## src/sacc_defs.svh

```systemverilog
// register offsets, field positions, reset values and timing counts of the conversion control
`ifndef SACC_DEFS_SVH
`define SACC_DEFS_SVH

// ************************************************************
// register byte offsets
// ************************************************************
`define SACC_OFF_CTRL 8'h00
`define SACC_OFF_CFG 8'h04
`define SACC_OFF_RES_HI 8'h08
`define SACC_OFF_RES_LO 8'h0C
`define SACC_OFF_IRQ_EN 8'h10

// ************************************************************
// control register fields
// ************************************************************
`define SACC_CTRL_EN_BIT 7
`define SACC_CTRL_DTRACK_BIT 6
`define SACC_CTRL_DONE_BIT 5
`define SACC_CTRL_BUSY_BIT 4
`define SACC_CTRL_MODE_MSB 2
`define SACC_CTRL_MODE_LSB 0
`define SACC_CTRL_RST 8'h00

// ************************************************************
// configuration register fields
// ************************************************************
`define SACC_CFG_DIV_MSB 7
`define SACC_CFG_DIV_LSB 3
`define SACC_CFG_LJST_BIT 2
`define SACC_CFG_B8_BIT 1
`define SACC_CFG_GAIN_BIT 0
`define SACC_CFG_RST 8'hF9

// ************************************************************
// conversion delay in conversion-clock ticks, code bit indices and AXI response codes
// ************************************************************
`define SACC_DELAY_TICKS 2'h3
`define SACC_CODE_MSB_IDX 4'h9
`define SACC_LAST_IDX_10B 4'h0
`define SACC_LAST_IDX_8B 4'h2
`define SACC_AXI_OKAY 2'h0
`define SACC_AXI_SLVERR 2'h2

`endif

```

## src/sacc_pkg.sv

```systemverilog
// types shared by the conversion control block
package sacc_pkg;

   // start-of-conversion source encodings of the start_mode_select field
   typedef enum logic [2:0] {
      SACC_MODE_SW = 3'h0,
      SACC_MODE_T0 = 3'h1,
      SACC_MODE_T2 = 3'h2,
      SACC_MODE_T1 = 3'h3,
      SACC_MODE_EXT = 3'h4,
      SACC_MODE_T3 = 3'h5
   } sacc_mode_t;

   // conversion sequencer states
   typedef enum logic [1:0] {
      SACC_ST_IDLE,
      SACC_ST_DELAY,
      SACC_ST_CONV
   } sacc_state_t;

   // overflow pulses and width modes of the on-chip timers
   typedef struct packed {
      logic t0_ovf;
      logic t1_ovf;
      logic t2_lo_ovf;
      logic t2_hi_ovf;
      logic t2_16bit;
      logic t3_lo_ovf;
      logic t3_hi_ovf;
      logic t3_16bit;
   } sacc_trig_t;

   // high and low result bytes
   typedef struct packed {
      logic [7:0] hi;
      logic [7:0] lo;
   } sacc_result_t;

endpackage

```

## src/sacc_top.sv

```systemverilog
// conversion control of a 10-bit successive-approximation converter, with AXI4-Lite registers
//
// Design decisions made here: register access over AXI4-Lite and the placing of the registers.
`timescale 1ns/1ps
`include "sacc_defs.svh"

// Overview of operation
// - converter runs only while converter_enable is 1; otherwise shut down.
// - each result is an unsigned code of 10 bits, or 8 in eight_bit_mode, from ground to near full scale.
// - justify_select 0 right-aligns the code, 1 left-aligns it in the byte pair.
// - result bits not holding code bits read as zero.
// - result bytes are loaded with the new code when a conversion finishes.
// - eight_bit_mode resolves eight MSBs into the high byte, ignoring justify_select.
// - an 8-bit conversion takes two fewer conversion-clock ticks than 10-bit.
// - conversion clock is the system clock divided by conv_clock_divider plus one.
// - start_mode_select picks one of six triggers: software, timers 0/2/1, pin, timer 3.
// - in software mode, writing 1 to conversion_busy starts a conversion.
// - conversion_busy stays 1 for the whole conversion and clears when it completes.
// - busy falling at the end of a completed conversion sets conversion_done_flag and, if enabled, requests an interrupt.
// - timers 2 and 3 trigger by low-byte overflow in 8-bit, high-byte in 16-bit.
// - in external mode each rising edge of ext_start_pin starts a conversion.
// - delayed tracking postpones conversion start by three ticks while tracking.
// - without delayed tracking the conversion begins at once on its trigger.
// - with internal triggers the input is tracked whenever no conversion runs.
// - with pin trigger, track if delayed tracking, or if not and the pin is low.
// - in 8-bit mode the low result byte reads all zeros.

module sacc_top #(
   parameter int ADDR_W = 8
) (
   input wire logic clk, // system clock, 10 MHz
   input wire logic rst_b, // asynchronous reset, active low
   input wire logic [ADDR_W-1:0] s_axi_awaddr, // write address
   input wire logic s_axi_awvalid, // write address valid
   output logic s_axi_awready, // write address ready
   input wire logic [31:0] s_axi_wdata, // write data
   input wire logic [3:0] s_axi_wstrb, // write byte strobes
   input wire logic s_axi_wvalid, // write data valid
   output logic s_axi_wready, // write data ready
   output logic [1:0] s_axi_bresp, // write response
   output logic s_axi_bvalid, // write response valid
   input wire logic s_axi_bready, // write response ready
   input wire logic [ADDR_W-1:0] s_axi_araddr, // read address
   input wire logic s_axi_arvalid, // read address valid
   output logic s_axi_arready, // read address ready
   output logic [31:0] s_axi_rdata, // read data
   output logic [1:0] s_axi_rresp, // read response
   output logic s_axi_rvalid, // read data valid
   input wire logic s_axi_rready, // read data ready
   input wire sacc_pkg::sacc_trig_t trig, // timer overflow pulses, same clock
   input wire logic ext_start_pin, // external start pin, asynchronous
   input wire logic cmp_in, // comparator: 1 when input at or above trial level
   output logic sar_powerdown, // analog shutdown request
   output logic sar_track, // 1 tracks the input, 0 holds it
   output logic [9:0] sar_dac, // trial code to the capacitor array
   output logic irq // interrupt request level
);
   import sacc_pkg::*;

   // ************************************************************
   // functions
   // ************************************************************

   // one-hot mask of a code bit
   function automatic logic [9:0] bit_mask(input logic [3:0] idx);
      logic [9:0] m;
      m = 10'h000;
      m[idx] = 1'b1;
      return m;
   endfunction

   // place a finished code into the high and low result bytes
   function automatic sacc_result_t format_result(input logic [9:0] code, input logic b8,
                                                  input logic ljst);
      sacc_result_t r;
      r.hi = code[9:2];
      r.lo = 8'h00;
      if (!b8 && !ljst) begin
         r.hi = {6'h00, code[9:8]};
         r.lo = code[7:0];
      end else if (!b8) begin
         r.lo = {code[1:0], 6'h00};
      end
      return r;
   endfunction

   // ************************************************************
   // reset release
   // ************************************************************

   logic rst_s1_r, rst_sync_b;

   // release is synchronised so that no flop leaves reset on a partial edge
   always_ff @(posedge clk or negedge rst_b) begin
      if (!rst_b) begin
         rst_s1_r <= 1'b0;
         rst_sync_b <= 1'b0;
      end else begin
         rst_s1_r <= 1'b1;
         rst_sync_b <= rst_s1_r;
      end
   end

   // ************************************************************
   // declarations
   // ************************************************************

   logic awready_r, wready_r, bvalid_r, arready_r, rvalid_r;
   logic [1:0] bresp_r, rresp_r;
   logic [31:0] rdata_r;
   logic [ADDR_W-1:0] aw_addr_r;
   logic [7:0] w_byte_r;
   logic w_lane0_r;
   logic en_r, dtrack_r, done_r, busy_r, ie_r;
   logic [2:0] mode_r;
   logic [4:0] div_r;
   logic ljst_r, b8_r, gain_r;
   sacc_result_t res_r;
   sacc_state_t state_r;
   logic [4:0] div_cnt_r;
   logic [1:0] dly_cnt_r;
   logic [3:0] idx_r;
   logic [9:0] code_r;
   logic track_r, pd_r, irq_r;
   logic ext_s1_r, ext_s2_r, ext_s3_r;

   // ************************************************************
   // bus decode
   // ************************************************************

   // write performs once both address and data are held and no response is pending
   wire do_write = !awready_r && !wready_r && !bvalid_r;
   wire wr_lane0 = do_write && w_lane0_r;
   wire wr_ctrl = wr_lane0 && (aw_addr_r == ADDR_W'(`SACC_OFF_CTRL));
   wire wr_cfg = wr_lane0 && (aw_addr_r == ADDR_W'(`SACC_OFF_CFG));
   wire wr_ie = wr_lane0 && (aw_addr_r == ADDR_W'(`SACC_OFF_IRQ_EN));
   wire aw_map = aw_addr_r inside {ADDR_W'(`SACC_OFF_CTRL), ADDR_W'(`SACC_OFF_CFG),
                 ADDR_W'(`SACC_OFF_RES_HI), ADDR_W'(`SACC_OFF_RES_LO), ADDR_W'(`SACC_OFF_IRQ_EN)};
   wire ar_take = s_axi_arvalid && arready_r;

   // read data; the window flag position of the control byte reads zero
   wire [7:0] ctrl_rd = {en_r, dtrack_r, done_r, busy_r, 1'b0, mode_r};
   wire [7:0] cfg_rd = {div_r, ljst_r, b8_r, gain_r};
   wire rd_ctrl = s_axi_araddr == ADDR_W'(`SACC_OFF_CTRL);
   wire rd_cfg = s_axi_araddr == ADDR_W'(`SACC_OFF_CFG);
   wire rd_hi = s_axi_araddr == ADDR_W'(`SACC_OFF_RES_HI);
   wire rd_lo = s_axi_araddr == ADDR_W'(`SACC_OFF_RES_LO);
   wire rd_ie = s_axi_araddr == ADDR_W'(`SACC_OFF_IRQ_EN);
   wire rd_map = rd_ctrl || rd_cfg || rd_hi || rd_lo || rd_ie;
   wire [7:0] rd_byte = rd_ctrl ? ctrl_rd : rd_cfg ? cfg_rd : rd_hi ? res_r.hi :
                        rd_lo ? res_r.lo : rd_ie ? {7'h00, ie_r} : 8'h00;

   // ************************************************************
   // trigger selection
   // ************************************************************

   wire t2_ovf = trig.t2_16bit ? trig.t2_hi_ovf : trig.t2_lo_ovf;
   wire t3_ovf = trig.t3_16bit ? trig.t3_hi_ovf : trig.t3_lo_ovf;
   wire ext_rise = ext_s2_r && !ext_s3_r;
   wire sw_start = wr_ctrl && w_byte_r[`SACC_CTRL_BUSY_BIT];
   wire ext_mode = mode_r == SACC_MODE_EXT;
   // reserved codes select no source at all
   wire trig_hit = (mode_r == SACC_MODE_SW) ? sw_start :
                   (mode_r == SACC_MODE_T0) ? trig.t0_ovf :
                   (mode_r == SACC_MODE_T2) ? t2_ovf :
                   (mode_r == SACC_MODE_T1) ? trig.t1_ovf :
                   ext_mode ? ext_rise :
                   (mode_r == SACC_MODE_T3) ? t3_ovf : 1'b0;
   // only an idle, enabled converter accepts a start
   wire start = en_r && trig_hit && (state_r == SACC_ST_IDLE);

   // ************************************************************
   // sequencer next values
   // ************************************************************

   wire tick = div_cnt_r == div_r;
   wire [3:0] last_idx = b8_r ? `SACC_LAST_IDX_8B : `SACC_LAST_IDX_10B;
   wire conv_tick = (state_r == SACC_ST_CONV) && tick;
   wire finish = en_r && conv_tick && (idx_r == last_idx);
   wire dly_end = (state_r == SACC_ST_DELAY) && tick && (dly_cnt_r == `SACC_DELAY_TICKS - 2'h1);
   wire conv_go = (start && !dtrack_r) || dly_end;
   // a low comparator means the trial bit overshot and is dropped
   wire [9:0] code_kept = cmp_in ? code_r : (code_r & ~bit_mask(idx_r));
   wire [9:0] code_step = code_kept | bit_mask(idx_r - 4'h1);
   wire sacc_result_t res_new = format_result(code_kept, b8_r, ljst_r);
   wire done_nxt = finish || (done_r && !(wr_ctrl && !w_byte_r[`SACC_CTRL_DONE_BIT]));
   wire en_nxt = wr_ctrl ? w_byte_r[`SACC_CTRL_EN_BIT] : en_r;
   wire dtrack_nxt = wr_ctrl ? w_byte_r[`SACC_CTRL_DTRACK_BIT] : dtrack_r;
   wire idle_nxt = !en_r || finish || (state_r == SACC_ST_IDLE && !start);
   // pin-triggered without delay holds while the pin is high
   wire track_nxt = en_nxt && ((idle_nxt && (!ext_mode || dtrack_nxt || !ext_s2_r))
                    || (state_r == SACC_ST_DELAY && !dly_end) || (start && dtrack_r));

   // ************************************************************
   // AXI4-Lite handshakes
   // ************************************************************

   // address and data are taken independently, in either order
   always_ff @(posedge clk or negedge rst_sync_b) begin
      if (!rst_sync_b) begin
         awready_r <= 1'b1;
         wready_r <= 1'b1;
         bvalid_r <= 1'b0;
         bresp_r <= `SACC_AXI_OKAY;
         aw_addr_r <= '0;
         w_byte_r <= 8'h00;
         w_lane0_r <= 1'b0;
      end else begin
         if (s_axi_awvalid && awready_r) begin
            awready_r <= 1'b0;
            aw_addr_r <= s_axi_awaddr;
         end
         if (s_axi_wvalid && wready_r) begin
            wready_r <= 1'b0;
            w_byte_r <= s_axi_wdata[7:0];
            w_lane0_r <= s_axi_wstrb[0];
         end
         if (do_write) begin
            bvalid_r <= 1'b1;
            bresp_r <= aw_map ? `SACC_AXI_OKAY : `SACC_AXI_SLVERR;
         end else if (bvalid_r && s_axi_bready) begin
            bvalid_r <= 1'b0;
            awready_r <= 1'b1;
            wready_r <= 1'b1;
         end
      end
   end

   // reads answer one cycle after the address is taken
   always_ff @(posedge clk or negedge rst_sync_b) begin
      if (!rst_sync_b) begin
         arready_r <= 1'b1;
         rvalid_r <= 1'b0;
         rdata_r <= 32'h0000_0000;
         rresp_r <= `SACC_AXI_OKAY;
      end else if (ar_take) begin
         arready_r <= 1'b0;
         rvalid_r <= 1'b1;
         rdata_r <= {24'h00_0000, rd_byte};
         rresp_r <= rd_map ? `SACC_AXI_OKAY : `SACC_AXI_SLVERR;
      end else if (rvalid_r && s_axi_rready) begin
         rvalid_r <= 1'b0;
         arready_r <= 1'b1;
      end
   end

   // ************************************************************
   // software registers
   // ************************************************************

   // result bytes are read-only; writes to them are answered and dropped
   always_ff @(posedge clk or negedge rst_sync_b) begin
      if (!rst_sync_b) begin
         {en_r, dtrack_r, done_r} <= 3'(`SACC_CTRL_RST >> `SACC_CTRL_DONE_BIT);
         mode_r <= 3'(`SACC_CTRL_RST);
         ie_r <= 1'b0;
         {div_r, ljst_r, b8_r, gain_r} <= `SACC_CFG_RST;
      end else begin
         en_r <= en_nxt;
         dtrack_r <= dtrack_nxt;
         done_r <= done_nxt;
         if (wr_ctrl) begin
            mode_r <= w_byte_r[`SACC_CTRL_MODE_MSB:`SACC_CTRL_MODE_LSB];
         end
         if (wr_ie) begin
            ie_r <= w_byte_r[0];
         end
         if (wr_cfg) begin
            {div_r, ljst_r, b8_r, gain_r} <= w_byte_r;
         end
      end
   end

   // ************************************************************
   // external start pin synchroniser
   // ************************************************************

   // the third stage only serves the edge detector, which never reads the first
   always_ff @(posedge clk or negedge rst_sync_b) begin
      if (!rst_sync_b) begin
         {ext_s1_r, ext_s2_r, ext_s3_r} <= 3'h0;
      end else begin
         {ext_s1_r, ext_s2_r, ext_s3_r} <= {ext_start_pin, ext_s1_r, ext_s2_r};
      end
   end

   // ************************************************************
   // conversion clock divider
   // ************************************************************

   // restarting on a start aligns the first tick to a full divided period
   always_ff @(posedge clk or negedge rst_sync_b) begin
      if (!rst_sync_b) begin
         div_cnt_r <= 5'h00;
      end else if (start || tick || !en_r) begin
         div_cnt_r <= 5'h00;
      end else begin
         div_cnt_r <= div_cnt_r + 5'h01;
      end
   end

   // ************************************************************
   // conversion sequencer
   // ************************************************************

   // disabling mid-conversion aborts it without touching results or the done flag
   always_ff @(posedge clk or negedge rst_sync_b) begin
      if (!rst_sync_b) begin
         state_r <= SACC_ST_IDLE;
         busy_r <= 1'b0;
         dly_cnt_r <= 2'h0;
         idx_r <= 4'h0;
         code_r <= 10'h000;
         res_r <= 16'h0000;
      end else if (!en_r) begin
         state_r <= SACC_ST_IDLE;
         busy_r <= 1'b0;
      end else if (conv_go) begin
         state_r <= SACC_ST_CONV;
         busy_r <= 1'b1;
         idx_r <= `SACC_CODE_MSB_IDX;
         code_r <= bit_mask(`SACC_CODE_MSB_IDX);
      end else if (start) begin
         state_r <= SACC_ST_DELAY;
         busy_r <= 1'b1;
         dly_cnt_r <= 2'h0;
      end else if (state_r == SACC_ST_DELAY && tick) begin
         dly_cnt_r <= dly_cnt_r + 2'h1;
      end else if (finish) begin
         state_r <= SACC_ST_IDLE;
         busy_r <= 1'b0;
         code_r <= code_kept;
         res_r <= res_new;
      end else if (conv_tick) begin
         idx_r <= idx_r - 4'h1;
         code_r <= code_step;
      end
   end

   // ************************************************************
   // analog control and interrupt
   // ************************************************************

   // interrupt is a level that follows the done flag while enabled
   always_ff @(posedge clk or negedge rst_sync_b) begin
      if (!rst_sync_b) begin
         track_r <= 1'b0;
         pd_r <= 1'b1;
         irq_r <= 1'b0;
      end else begin
         track_r <= track_nxt;
         pd_r <= !en_nxt;
         irq_r <= done_nxt && (wr_ie ? w_byte_r[0] : ie_r);
      end
   end

   assign s_axi_awready = awready_r;
   assign s_axi_wready = wready_r;
   assign s_axi_bvalid = bvalid_r;
   assign s_axi_bresp = bresp_r;
   assign s_axi_arready = arready_r;
   assign s_axi_rvalid = rvalid_r;
   assign s_axi_rdata = rdata_r;
   assign s_axi_rresp = rresp_r;
   assign sar_powerdown = pd_r;
   assign sar_track = track_r;
   assign sar_dac = code_r;
   assign irq = irq_r;
endmodule

```

## config.mk

```make
export PLATFORM = sky130hd
export DESIGN_NAME = sacc_top
export DESIGN_NICKNAME = d
export VERILOG_FILES = /design/src/sacc_pkg.sv /design/src/sacc_top.sv
export VERILOG_INCLUDE_DIRS = /design/src
export SDC_FILE = /design/constraint.sdc
export NUM_CORES = 1
export LEC_CHECK = 0
export BUFFER_PORTS_ARGS = -buffer_cell sky130_fd_sc_hd__buf_4
export CORE_ASPECT_RATIO = 1.1
export CORE_MARGIN = 2
export CORE_UTILIZATION = 40
export CTS_CLUSTER_SIZE = 12
export DETAILED_ROUTE_END_ITERATION = 12
export HOLD_SLACK_MARGIN = 0.03
export PLACE_DENSITY_LB_ADDON = 0.12
export SYNTH_ARGS = -nofsm -noshare
export SYNTH_HDL_FRONTEND = slang
export SYNTH_SLANG_ARGS = --single-unit
```

## constraint.sdc

```tcl
create_clock -name clk -period 3.4 [get_ports clk]
set_input_delay 0.17 -clock clk [delete_from_list [all_inputs] [get_ports clk]]
set_output_delay 0.17 -clock clk [all_outputs]
set_load 0.05 [all_outputs]
```

==> out/qor.txt <==
initial antenna violation count: 0
cts bufs inserted: 9
xor/xnor share of the synthesized area: 0.0200
Hold Crit Class: input pin to flip-flop
layout cells sized above 1: 0.246
Slew @ Worst Pin: 0.884 ns
CP max FO: 11
Ys Warns: 0
Setup crit end kind: flip-flop
Worst Setup Start Kind: flip-flop
Arrival @ worst endpoint: 2.80 ns
maximum VDD drop: 0.332 mV
CP endpoint: idx_r[1]
placed cell area: 5390 um^2
TritonRoute pass-1 iters: 4
sequential area share after synthesis: 0.496
share of the synthesized area in the top cell type: 0.442
Yosys top cell by area: dfrtp_1
Sum Neg Setup Slack: 0 ns
Initial Utilization: 0.405
worst relative slew slack: 0.402
Synth Area in Adders: 0.0182
global-route wire length before repair: 17900 um
largest family of logic cells by synthesized area: simple AND/OR/NAND/NOR gates
Pleak: 0.00263 uW
CP required: 3.63 ns
Ports: 123
Post-synth ARST share: 1.00
Routed WL per cell: 15.4 um
Seq cells post-synth: 95
reg-to-reg startpoint: s_axi_wready
clock-pin slew on the worst setup and hold paths: 0.07 ns
final setup skew: 0.0120 ns
mux cell area share after synthesis: 0.102
max-cap violation count: 0
top cells by count, synth: dfrtp_1, nand2_1, o21ai_0
nets: 624
WS Path Type: flip-flop to flip-flop
largest net degree at the start of global routing: 36
Period minus WS final: 2.57 ns
GRT Total Usage: 0.178
Post-Synth Simple-Gate Area: 0.147
Top FF cell, synth: dfrtp_1
final hold viol count: 0
mean post-synth cell area: 10.1 um^2
# resized after CTS: 0
most frequent cell after synthesis: dfrtp_1
FMAX: 0.389 GHz
Synth cell types: 53
Final Setup Violations: 0
fin. max-slew vios: 0
Setup crit start: s_axi_wready
n_diodes: 0
DIE HEIGHT: 119 um
unrepaired setup endpoints after global routing: no
Compound-Gate Fraction of Synth Area: 0.144
top cells by area, synth: dfrtp_1, mux2_2, o21ai_0, dfstp_2, nand2_1
HPWL Detailed: 8070 um
buffer depth of the longest clock path: 2
period utilization: 0.757
Antenna Nets Post-Route: 0
reg2reg setup slack: 0.83 ns
EDFF count, synth: 0
DIE AREA: 12900 um^2
power per cell area: 835 nW/um^2
clock sink count: 95
Syn Std Cell Area: 4810 um^2
remaining global-route overflow: 0
Clock Latency Late Sink: 0.34 ns
PortBufs: 69
vias: 3602
Core Area: 11900 um^2
Rows: 42
Worst R2R End: idx_r[1]
Root Buffer: clkbuf_16
post-route cell area: 5730 um^2
CTS tree: done
final wirelength: 10900 um
run status: finished, final reports clean
Synth Instances: 475
R2R cell count: 6
Die X-Extent: 109 um
GP Congestion: 0.828
drt first-iter violations: 218
residual DRC count: 0
routed vias/inst: 5.09
vias in the first global route: 3519
H-tree depth: 3
area delta synth->final: 19.0%
[report_power, final]
part,internal (uW),switching (uW),total (uW)
sequential,1550,352,1900
combinational,736,1230,1960
clock,498,420,918
[cells by family (layout without fill, tap and decap cells)]
logic type,after synthesis,after routing
AO/OA/AOI/OAI,110,110
XOR/XNOR,11,11
adder cells (fa/ha/maj),7,7
buffers and inverters,64,117
flip-flops,95,95
multiplexers,42,42
other,2,27
AND/OR/NAND/NOR,144,144
[layer usage]
metal  track usage  routed length [um]
met5             0                   0
met4        0.0553                 148
met3        0.0328                 439
met2         0.283                5350
met1         0.245                4930
[registers in the layout (all words and copies together), names as in the netlist, 2 cells and up]
signal / count
res_r: 16
sar_dac: 10
aw_addr_r: 8
s_axi_rdata: 8
w_byte_r: 8
div_cnt_r: 5
div_r: 5
idx_r: 4
mode_r: 3
dly_cnt_r: 2
state_r: 2
[repair_timing]
item                                    4_1_cts  5_1_grt
hold endpoints to repair                      8        0
endpoints found under the setup margin        0        0
hold buffers                                  7        0
buffers inserted                              0        0
[critical path, stage by stage (launching register included)]
cell and delay [ns]:
dfstp_2 0.38, or4b_1 0.57, nor4_1 0.40, o21a_1 0.19, a21oi_1 0.25, or3_1 0.46, a21o_1 0.19
[placed cells by master (no fill, tap or decap), drive strengths merged, types with 4 or more instances in the layout]
cell,n
a21oi,6
a22oi,5
buf,73
clkbuf,11
conb,27
dfrtp,85
dfstp,10
dlygate4sd3,7
ha,7
inv,22
mux2,37
nand2,60
nand2b,10
nand3,11
nor2,26
nor3,7
o21ai,56
o31ai,21
or3,6
or4,4
xnor2,7
xor2,4
[through the flow]
| stage | utilization | hold slack, ns | power, uW | setup WS (ns) | instances |
|---|---|---|---|---|---|
| global route | 0.482 | 0.0512 | 5130 | 0.638 | 707 |
| finish | 0.482 | 0.0554 | 4780 | 0.827 | 707 |
| CTS | 0.482 | 0.0450 | 4830 | 0.821 | 707 |
| floorplan | - | -0.126 | 3310 | 0.575 | 500 |
| detailed placement | 0.454 | -0.0455 | 3880 | 0.845 | 684 |
| global placement | 0.454 | -0.0476 | 3840 | 0.882 | 684 |
[area by class of cell]
cell class | instances | area, um^2
Inverter | 21 | 78.8
Tap cell | 154 | 193
Clock buffer | 11 | 233
Sequential cell | 95 | 2390
Multi-Input combinational cell | 341 | 2180
Clock inverter | 5 | 35.0
Timing Repair Buffer | 80 | 618
Fill cell | 1170 | 6150
[how the worst min path moves through the flow]
| stage | from | endpoint | slack [ns] | cells past startpoint |
|---|---|---|---|---|
| final | s_axi_awaddr[5] | aw_addr_r[5] | 0.06 | 2 |
| after global routing | s_axi_wstrb[0] | w_lane0_r | 0.05 | 2 |
| after CTS | s_axi_awaddr[0] | aw_addr_r[0] | 0.04 | 2 |
| after detailed placement | rst_b | rst_s1_r | -0.05 | 1 |
| after global placement | rst_b | rst_s1_r | -0.05 | 1 |
| after floorplan | rst_b | rst_s1_r | -0.13 | 0 |
Power figures use the tool's default switching activity.
